File: config.mk
export PLATFORM = sky130hd
export DESIGN_NAME = regulator_voltage_code_regs
export DESIGN_NICKNAME = d
export VERILOG_FILES = /design/src/logic/vcode_regs_pkg.sv /design/src/logic/regulator_voltage_code_regs.sv
export SDC_FILE = /design/constraint.sdc
export NUM_CORES = 1
export LEC_CHECK = 0
export BUFFER_PORTS_ARGS = -buffer_cell sky130_fd_sc_hd__buf_2
export CAP_MARGIN = 25
export CORE_UTILIZATION = 30
export CTS_CLUSTER_DIAMETER = 30
export CTS_CLUSTER_SIZE = 16
export DETAILED_ROUTE_END_ITERATION = 8
export HOLD_SLACK_MARGIN = 0.03
export PLACE_DENSITY_LB_ADDON = 0.15
export SYNTH_ARGS = -nofsm -noshare
export SYNTH_HDL_FRONTEND = slang
export SYNTH_SLANG_ARGS = --single-unit
export TNS_END_PERCENT = 50
File: constraint.sdc
create_clock -name CLK -period 3.7 [get_ports CLK]
set_clock_uncertainty 0.1 [all_clocks]
set_input_delay 0.555 -clock CLK [delete_from_list [all_inputs] [get_ports CLK]]
set_output_delay 0.555 -clock CLK [all_outputs]
set_load 0.01 [all_outputs]
File: src/logic/vcode_regs_pkg.sv
// constants and types shared by the regulator voltage code register bank
// -----------------------------------------------------------------------------
// -----------------------------------------------------------------------------
package vcode_regs_pkg;
    localparam int          ADDR_W          = 8;
    localparam int          DATA_W          = 8;
    localparam int          CODE_W          = 7;
    localparam logic [7:0]  OFS_REG4_SLEEP  = 8'h95;
    localparam logic [7:0]  OFS_REG5_NORMAL = 8'h96;
    localparam logic [7:0]  OFS_REG5_SLEEP  = 8'h97;
    localparam logic [7:0]  OFS_REG6_NORMAL = 8'h98;
    localparam int          CODE_MSB        = 7;
    localparam int          CODE_LSB        = 1;
    localparam int          DECAY_BIT       = 0;
    localparam logic        RESERVED_VAL    = 1'b0;
    localparam logic [7:0]  UNMAPPED_VAL    = 8'h00;
    // step range of the code, fixed per factory option
    typedef enum logic {STEP_10MV = 1'b0, STEP_25MV = 1'b1} step_range_t;
    typedef logic [CODE_W-1:0] code_t;
endpackage

File: src/logic/regulator_voltage_code_regs.sv
// register bank holding output voltage codes for regulators four to six
module regulator_voltage_code_regs
    import vcode_regs_pkg::*;
(
    input  wire logic              CLK,
    input  wire logic              RST,
    input  wire logic              WR_EN,
    input  wire logic              RD_EN,
    input  wire logic [ADDR_W-1:0] ADDR,
    input  wire logic [DATA_W-1:0] WDATA,
    input  wire logic [DATA_W-1:0] FACTORY_REG4_SLEEP,
    input  wire logic [DATA_W-1:0] FACTORY_REG5_NORMAL,
    input  wire logic [DATA_W-1:0] FACTORY_REG5_SLEEP,
    input  wire logic [DATA_W-1:0] FACTORY_REG6_NORMAL,
    input  wire logic              FACTORY_LOAD,
    input  wire logic              SLEEP_PIN_ONE,
    input  wire logic              SLEEP_PIN_TWO,
    output logic [DATA_W-1:0]      RDATA,
    output logic [CODE_W-1:0]      REG4_TARGET_CODE,
    output logic [CODE_W-1:0]      REG5_TARGET_CODE,
    output logic [CODE_W-1:0]      REG6_TARGET_CODE,
    output logic                   REG5_PASSIVE_DECAY,
    output logic                   REG6_PASSIVE_DECAY
);
    // regulator 4 normal code and regulators' sleep pin assignment sit outside
    parameter code_t       REG4_NORMAL_CODE = 7'h00;
    parameter logic        REG4_SLEEP_ON_TWO = 1'b0;
    parameter logic        REG5_SLEEP_ON_TWO = 1'b0;
    parameter step_range_t STEP_RANGE       = STEP_10MV;

    // -------------------------------------------------------------------------
    // storage
    // -------------------------------------------------------------------------
    code_t reg4_sleep_code_ff;
    code_t reg5_normal_code_ff;
    code_t reg5_sleep_code_ff;
    code_t reg6_normal_code_ff;
    logic  reg5_decay_select_ff;
    logic  reg6_decay_select_ff;
    logic  loaded_ff;

    function automatic logic hit(input logic [ADDR_W-1:0] a, input logic [ADDR_W-1:0] ofs);
        hit = (a == ofs);
    endfunction

    // any of the four mapped offsets; checks of refused accesses lean on it
    function automatic logic mapped(input logic [ADDR_W-1:0] a);
        mapped = hit(a, OFS_REG4_SLEEP) || hit(a, OFS_REG5_NORMAL) ||
                 hit(a, OFS_REG5_SLEEP) || hit(a, OFS_REG6_NORMAL);
    endfunction

    // async reset clears; factory image loaded once after release,
    // since a flop may not take a port value under async reset
    always_ff @(posedge CLK or posedge RST) begin
        if (RST) begin
            loaded_ff <= 1'b0;
        end else if (FACTORY_LOAD) begin
            loaded_ff <= 1'b1;
        end
    end

    // register writes; reserved bit 0 of sleep registers never stored
    always_ff @(posedge CLK or posedge RST) begin
        if (RST) begin
            reg4_sleep_code_ff   <= '0;
            reg5_normal_code_ff  <= '0;
            reg5_sleep_code_ff   <= '0;
            reg6_normal_code_ff  <= '0;
            reg5_decay_select_ff <= 1'b0;
            reg6_decay_select_ff <= 1'b0;
        end else if (FACTORY_LOAD && !loaded_ff) begin
            reg4_sleep_code_ff   <= FACTORY_REG4_SLEEP[CODE_MSB:CODE_LSB];
            reg5_normal_code_ff  <= FACTORY_REG5_NORMAL[CODE_MSB:CODE_LSB];
            reg5_decay_select_ff <= FACTORY_REG5_NORMAL[DECAY_BIT];
            reg5_sleep_code_ff   <= FACTORY_REG5_SLEEP[CODE_MSB:CODE_LSB];
            reg6_normal_code_ff  <= FACTORY_REG6_NORMAL[CODE_MSB:CODE_LSB];
            reg6_decay_select_ff <= FACTORY_REG6_NORMAL[DECAY_BIT];
        end else if (WR_EN) begin
            if (hit(ADDR, OFS_REG4_SLEEP)) begin
                reg4_sleep_code_ff <= WDATA[CODE_MSB:CODE_LSB];
            end
            if (hit(ADDR, OFS_REG5_NORMAL)) begin
                reg5_normal_code_ff  <= WDATA[CODE_MSB:CODE_LSB];
                reg5_decay_select_ff <= WDATA[DECAY_BIT];
            end
            if (hit(ADDR, OFS_REG5_SLEEP)) begin
                reg5_sleep_code_ff <= WDATA[CODE_MSB:CODE_LSB];
            end
            if (hit(ADDR, OFS_REG6_NORMAL)) begin
                reg6_normal_code_ff  <= WDATA[CODE_MSB:CODE_LSB];
                reg6_decay_select_ff <= WDATA[DECAY_BIT];
            end
        end
    end

    // -------------------------------------------------------------------------
    // read path, registered; reserved bit reads zero
    // -------------------------------------------------------------------------
    logic [DATA_W-1:0] nxt_rdata;
    always_comb begin
        nxt_rdata = UNMAPPED_VAL;
        if (hit(ADDR, OFS_REG4_SLEEP)) begin
            nxt_rdata = {reg4_sleep_code_ff, RESERVED_VAL};
        end else if (hit(ADDR, OFS_REG5_NORMAL)) begin
            nxt_rdata = {reg5_normal_code_ff, reg5_decay_select_ff};
        end else if (hit(ADDR, OFS_REG5_SLEEP)) begin
            nxt_rdata = {reg5_sleep_code_ff, RESERVED_VAL};
        end else if (hit(ADDR, OFS_REG6_NORMAL)) begin
            nxt_rdata = {reg6_normal_code_ff, reg6_decay_select_ff};
        end
    end

    always_ff @(posedge CLK or posedge RST) begin
        if (RST) begin
            RDATA <= '0;
        end else if (RD_EN) begin
            RDATA <= nxt_rdata;
        end
    end

    // -------------------------------------------------------------------------
    // target code selection; low sleep pin picks sleep code
    // -------------------------------------------------------------------------
    logic reg4_asleep;
    logic reg5_asleep;
    assign reg4_asleep = REG4_SLEEP_ON_TWO ? !SLEEP_PIN_TWO : !SLEEP_PIN_ONE;
    assign reg5_asleep = REG5_SLEEP_ON_TWO ? !SLEEP_PIN_TWO : !SLEEP_PIN_ONE;

    // codes pass untouched; the analog side reads them per STEP_RANGE
    always_ff @(posedge CLK or posedge RST) begin
        if (RST) begin
            REG4_TARGET_CODE   <= '0;
            REG5_TARGET_CODE   <= '0;
            REG6_TARGET_CODE   <= '0;
            REG5_PASSIVE_DECAY <= 1'b0;
            REG6_PASSIVE_DECAY <= 1'b0;
        end else begin
            REG4_TARGET_CODE   <= reg4_asleep ? reg4_sleep_code_ff : REG4_NORMAL_CODE;
            REG5_TARGET_CODE   <= reg5_asleep ? reg5_sleep_code_ff : reg5_normal_code_ff;
            REG6_TARGET_CODE   <= reg6_normal_code_ff;
            REG5_PASSIVE_DECAY <= reg5_decay_select_ff;
            REG6_PASSIVE_DECAY <= reg6_decay_select_ff;
        end
    end

    // -------------------------------------------------------------------------
    // checks
    // -------------------------------------------------------------------------
    a_reg5_normal_write: assert property (@(posedge CLK) disable iff (RST)
        (WR_EN && ADDR == OFS_REG5_NORMAL && !(FACTORY_LOAD && !loaded_ff))
        |=> reg5_normal_code_ff == $past(WDATA[CODE_MSB:CODE_LSB]))
        else $error("reg5 normal code not stored");
    a_reg6_normal_write: assert property (@(posedge CLK) disable iff (RST)
        (WR_EN && ADDR == OFS_REG6_NORMAL && !(FACTORY_LOAD && !loaded_ff))
        |=> reg6_normal_code_ff == $past(WDATA[CODE_MSB:CODE_LSB]))
        else $error("reg6 normal code not stored");
    a_reg4_sleep_write: assert property (@(posedge CLK) disable iff (RST)
        (WR_EN && ADDR == OFS_REG4_SLEEP && !(FACTORY_LOAD && !loaded_ff))
        |=> reg4_sleep_code_ff == $past(WDATA[CODE_MSB:CODE_LSB]))
        else $error("reg4 sleep code not stored");
    a_reg5_sleep_write: assert property (@(posedge CLK) disable iff (RST)
        (WR_EN && ADDR == OFS_REG5_SLEEP && !(FACTORY_LOAD && !loaded_ff))
        |=> reg5_sleep_code_ff == $past(WDATA[CODE_MSB:CODE_LSB]))
        else $error("reg5 sleep code not stored");
    a_reserved_reads_zero: assert property (@(posedge CLK) disable iff (RST)
        (RD_EN && (ADDR == OFS_REG4_SLEEP || ADDR == OFS_REG5_SLEEP))
        |=> RDATA[DECAY_BIT] == RESERVED_VAL)
        else $error("reserved bit read nonzero");
    a_decay_follows: assert property (@(posedge CLK) disable iff (RST)
        (WR_EN && ADDR == OFS_REG5_NORMAL && !(FACTORY_LOAD && !loaded_ff))
        |=> ##1 REG5_PASSIVE_DECAY == $past(WDATA[DECAY_BIT], 2))
        else $error("reg5 decay select not applied");
    a_sleep_select: assert property (@(posedge CLK) disable iff (RST)
        (!REG5_SLEEP_ON_TWO && !SLEEP_PIN_ONE)
        |=> REG5_TARGET_CODE == $past(reg5_sleep_code_ff))
        else $error("reg5 sleep code not selected");
    a_awake_select: assert property (@(posedge CLK) disable iff (RST)
        (!REG5_SLEEP_ON_TWO && SLEEP_PIN_ONE)
        |=> REG5_TARGET_CODE == $past(reg5_normal_code_ff))
        else $error("reg5 normal code not selected");
    a_factory_load: assert property (@(posedge CLK) disable iff (RST)
        (FACTORY_LOAD && !loaded_ff)
        |=> reg6_normal_code_ff == $past(FACTORY_REG6_NORMAL[CODE_MSB:CODE_LSB]))
        else $error("factory image not loaded");

    // factory image ordering: load wins over a write, and happens once
    a_load_beats_write: assert property (@(posedge CLK) disable iff (RST)
        (FACTORY_LOAD && !loaded_ff && WR_EN && ADDR == OFS_REG6_NORMAL)
        |=> reg6_normal_code_ff == $past(FACTORY_REG6_NORMAL[CODE_MSB:CODE_LSB]))
        else $error("write overrode factory image");
    a_load_only_once: assert property (@(posedge CLK) disable iff (RST)
        (loaded_ff && !WR_EN)
        |=> $stable(reg5_normal_code_ff))
        else $error("factory image reloaded");

    // regulator 4 and 6 outputs
    a_reg4_sleep_target: assert property (@(posedge CLK) disable iff (RST)
        (!REG4_SLEEP_ON_TWO && !SLEEP_PIN_ONE)
        |=> REG4_TARGET_CODE == $past(reg4_sleep_code_ff))
        else $error("reg4 sleep code not selected");
    a_reg4_awake_target: assert property (@(posedge CLK) disable iff (RST)
        (!REG4_SLEEP_ON_TWO && SLEEP_PIN_ONE)
        |=> REG4_TARGET_CODE == REG4_NORMAL_CODE)
        else $error("reg4 normal code not selected");
    a_reg6_target_follows: assert property (@(posedge CLK) disable iff (RST)
        (WR_EN && ADDR == OFS_REG6_NORMAL && !(FACTORY_LOAD && !loaded_ff))
        |=> ##1 REG6_TARGET_CODE == $past(WDATA[CODE_MSB:CODE_LSB], 2))
        else $error("reg6 target not applied");
    a_reg6_decay_follows: assert property (@(posedge CLK) disable iff (RST)
        (WR_EN && ADDR == OFS_REG6_NORMAL && !(FACTORY_LOAD && !loaded_ff))
        |=> ##1 REG6_PASSIVE_DECAY == $past(WDATA[DECAY_BIT], 2))
        else $error("reg6 decay select not applied");

    // read path and refused accesses
    a_unmapped_reads_zero: assert property (@(posedge CLK) disable iff (RST)
        (RD_EN && !mapped(ADDR))
        |=> RDATA == UNMAPPED_VAL)
        else $error("unmapped read not zero");
    a_rdata_holds: assert property (@(posedge CLK) disable iff (RST)
        (!RD_EN)
        |=> $stable(RDATA))
        else $error("read data moved without a read");
    a_unmapped_write_ignored: assert property (@(posedge CLK) disable iff (RST)
        (WR_EN && !mapped(ADDR) && !(FACTORY_LOAD && !loaded_ff))
        |=> $stable(reg4_sleep_code_ff) && $stable(reg5_normal_code_ff)
            && $stable(reg5_sleep_code_ff) && $stable(reg6_normal_code_ff))
        else $error("unmapped write changed a code");
endmodule

Word level (Yosys, flattened, before mapping) --
Cells that the tools add are included. Widths: inputs -> output; s select.
Word-level totals: bits in registers 62, input bits 55, output and inout bits 31, logic and storage cells 52
Operators by class: eq/ne operators 4, muxes and demuxes 24, reductions and logical operators 11
Operators with widths (number):
- $mux 7 | 14
- $eq 8x8->1 const B | 4
- $mux 8 | 4
- $reduce_bool 2->1 | 5
- $reduce_and 2->1 | 4
- $mux 1 | 6
- $logic_and 1x1->1 | 1
- $logic_not 1->1 | 1

Depth between registers and ports, before layout --
depth in word-level cells 5, depth in mapped cells 5

Least setup slack after synthesis --
Ideal clock, no wire load.
path type input to register, start in ADDR[6], end reg reg5_normal_code_ff[6], setup time 0.126 ns, arrival 1.513 ns, required time 3.474 ns, slack 1.961 ns, cell stages on the path 4, cell sequence and4bb_2 > nand2_1 > o21a_4 > a221o_1
Between the ends: cells in the longest elaborated chain, start to end 3
Ends and longest elaborated chain:
- start: declaration | RTL line regulator_voltage_code_regs.sv:9 | input wire logic [ADDR_W-1:0] ADDR,
- $eq 8x8->1 | RTL line regulator_voltage_code_regs.sv:43 | hit = (a == ofs);
- $reduce_bool 2->1 (no source line)
- $reduce_and 2->1 (no source line)
- end signal: assignment | RTL line regulator_voltage_code_regs.sv:73 | reg5_normal_code_ff <= FACTORY_REG5_NORMAL[CODE_MSB:CODE_LSB];
- end signal: assignment | RTL line regulator_voltage_code_regs.sv:83 | reg5_normal_code_ff <= WDATA[CODE_MSB:CODE_LSB];
- end: declaration | RTL line regulator_voltage_code_regs.sv:35 | code_t reg5_normal_code_ff;
No other way between the ends. A chain may end at the register's enable or synchronous reset.

Final worst setup path --
start in ADDR[3], end reg reg5_normal_code_ff[6]
The elaborated chain is that of the path after synthesis.

==> qor.yml <==
clock_network:
  numCtsBuffers: 9
  cts_resized: 0
  hold_buffers: 0
  cts_tree: "yes"
  cts_setup_buffers: 0
  clk_path_buf_depth: 2
  cts.sinks: 62
  htreeDepth: 3
  clkLatencyLatePin_ps: 330
  clk_pin_slew_ps: 70
  cts_root_buf: "clkbuf_8"
synth:
  ys_async_sr_fraction_pct: 100.0
  synth_ff_type: "dfrtp_1"
  synth.lib_cells_used.distinct: 33
  ys_seq_area_share_pct: 56.11
  yosys_register_bits: 62
  synth_nets: 301
  syn-cell-area_mm2: 0.002765
  synth_area_per_cell_um2: 11.24
  synth-edff-count: 0
  postSynthCellCount: 246
  ys_warn_count: 0
cells_and_area:
  diodes: 0
  final_nets: 385
  final_area_mm2: 0.003476
  drive_gt1_share_pct: 35.63
  area_delta_synth_final_pct: 25.70
  stdcell_count: 442
pwr:
  pwr-share-comb_pct: 12.9
  intPower_mw: 1.185
  power_switching_mw: 0.4154
  peakVddDrop_v: 0.0001855
  power_leakage_nw: 1.677
  switching_share_pct: 25.96
  power_per_cell_area_mw_per_mm2: 460.3
  seqPwrFrac_pct: 50.5
  clkPwrFrac_pct: 36.6
route:
  via_per_inst: 4.891
  drtIter0Drc: 100
  wl_per_cell_um: 17.62
  routed_wl_mm: 7.787
  drc: 5
  vias: 2162
  drtPass1Iterations: 6
  drtAntennaViolNets: 0
worst_hold_path:
  hold_class: "in2async"
sta:
  holdWs_ps: 76.93
  fin_tns_setup_ps: 0
  fmax_mhz: 481.3
  worst_pin_slew_ps: 677.6
  max_slew_margin_pct: 54.83
  post-route-min-period_ps: 2078
  fin_ws_ps: 1622
  finalCritPeriodShare_pct: 56.16
  slew_viol_final: 0
  rsz0062_at_grt: "false"
  setup_viol_count_final: 0
  finalHoldViolations: 0
die:
  num_io_pins: 86
  rows: 34
  die_x_um: 98.01
  start_util_pct: 31.40
  core_mm2: 0.008806
  die_height_um: 98.01
  dieArea_mm2: 0.009605
placed_design:
  dp.cells: 427
  place_congestion: 0.7649
  hpwl_mm: 5.433
  pre_cts_ws_ps: 1267
  place_area_mm2: 0.003287
  portBuffers: 82
critical_path:
  r2r-end: "reg6_normal_code_ff[3]"
  worstSetupPathDepth: 5
  crit_fanout: 11
  slowest_stage: "and3b_1"
  worstPathRequired_ps: 3820
  slowest_delay_ps: 510
  reg2regPathDepth: 4
  path_cells: "buf_2 > and3b_1 > nand2b_1 > o21a_4 > a221o_1"
  reg2reg_slack_ps: 1910
  crit_type: "in2reg"
  cp_top_family: "simple AND/OR/NAND/NOR gates"
  crit_buf_inv: 1
  timing.rr.start: "loaded_ff"
  cp-start-kind: "primary input"
  critPathCaptureType: "flip-flop"
  crit_arrival_ps: 2200
global_routing:
  overflow: 0
  antenna_found_initial: 0
  grt_pass1_vias: 2180
  grt_pass1_wl_mm: 12.30
  grtUsageTotal_pct: 17.14
  grt_max_degree: 37
outcome:
  failed_checks: "design-rule violations"
  status: "finished with violations"
job:
  max_cap_viol_count: 0
==> state kept, by name, summed over array words and instances (netlist names) <==
register	count
RDATA	8
REG4_TARGET_CODE	7
REG5_TARGET_CODE	7
REG6_TARGET_CODE	7
reg4_sleep_code_ff	7
reg5_normal_code_ff	7
reg5_sleep_code_ff	7
reg6_normal_code_ff	7
REG5_PASSIVE_DECAY	1
REG6_PASSIVE_DECAY	1
loaded_ff	1
reg5_decay_select_ff	1
reg6_decay_select_ff	1
==> through the flow <==
step	utilization, %	power (mW)
after floorplan	-	0.9193
after detailed placement	37.33	1.030
after global placement	37.10	1.022
after CTS	39.47	1.616
after global routing	39.47	1.673
final	39.47	1.600
==> worst reg2reg max path, cell delays in order, from the launching register on <==
cell	delay [ps]
dfrtp_1	350
nand2b_1	550
buf_4	430
nor2_1	130
a31oi_1	150
==> kinds of logic after synthesis <==
kind of cell,count (synthesis),share of synthesized area (%)
compound gates,54,13.53
buf+inv,14,2.534
flops,62,56.11
simple gates,94,19.50
mux,22,8.326
==> power by group through the flow <==
stage / combinational, mW / sequential [mW] / clock, mW
final: 0.207 / 0.808 / 0.585
after global routing: 0.231 / 0.816 / 0.626
after CTS: 0.211 / 0.807 / 0.599
after detailed placement: 0.210 / 0.819 / 0
after global placement: 0.203 / 0.819 / 0
after floorplan: 0.0978 / 0.821 / 0
==> layout make-up <==
type / instances / area (um^2)
Sequential cell: 62 / 1551
Fill cell: 893 / 5330
Timing Repair Buffer: 86 / 452.9
Inverter: 1 / 3.754
Multi-Input combinational cell: 170 / 1144
Clock inverter: 4 / 47.55
Clock buffer: 11 / 141.4
Tap cell: 108 / 135.1
==> cells in the final DEF, fill, tap and decap left out, drive strengths merged <==
cell      instances
and3              2
o31ai             6
mux2i            14
buf              86
nand2b            9
and2              8
a31oi            15
nor2             29
bufinv            1
a21oi            15
nor4b             2
o21a              1
nor2b            14
nand4             1
clkinv            2
a22oi             6
a22o              1
nand4bb           1
clkinvlp          1
inv               1
or4bb             1
and4bb            3
dfrtp            62
clkbuf           11
nand2            19
nor3              1
or2               1
o21ai             2
mux2              8
nand3             2
and3b             1
a221o             8
==> layer usage <==
metal  vias up  GRT usage [%]  wire length, um
met1      1037          24.00             3754
met4         0          6.993              111
met2        69          26.00             3530
met3         9          3.293              389
li1       1047              -                -
met5         -              0                0
==> synth_stat cells (2+ instances only) <==
cell type  instances  area [um^2]
buf_2              2        10.01
nand2_1           19        71.32
nand3_1            2        10.01
a31oi_1           15        93.84
nand2b_1           9        56.30
and4bb_2           3        37.54
and2_1             8        50.05
a22oi_1            6        45.04
dfrtp_1           62         1551
nor2_1            28        105.1
mux2_2             8        90.09
nor2b_1           14        87.58
a21oi_1           15        75.07
a221o_1            8        80.08
o31ai_1            6        45.04
buf_4              2        15.01
clkbuf_1           7        26.28
and3_1             2        12.51
o21ai_0            2        10.01
mux2i_1           14        140.1
nor4b_4            2        47.55
==> how the worst max path moves through the flow <==
stage,start,endpoint
global route,ADDR[3],reg5_normal_code_ff[6]
CTS,ADDR[3],reg5_normal_code_ff[6]
global placement,ADDR[3],reg5_decay_select_ff
finish,ADDR[3],reg5_normal_code_ff[6]
floorplan,RST,RDATA[0]
detailed placement,ADDR[3],reg5_normal_code_ff[6]
Note: power is estimated with default switching activity, not from simulation.
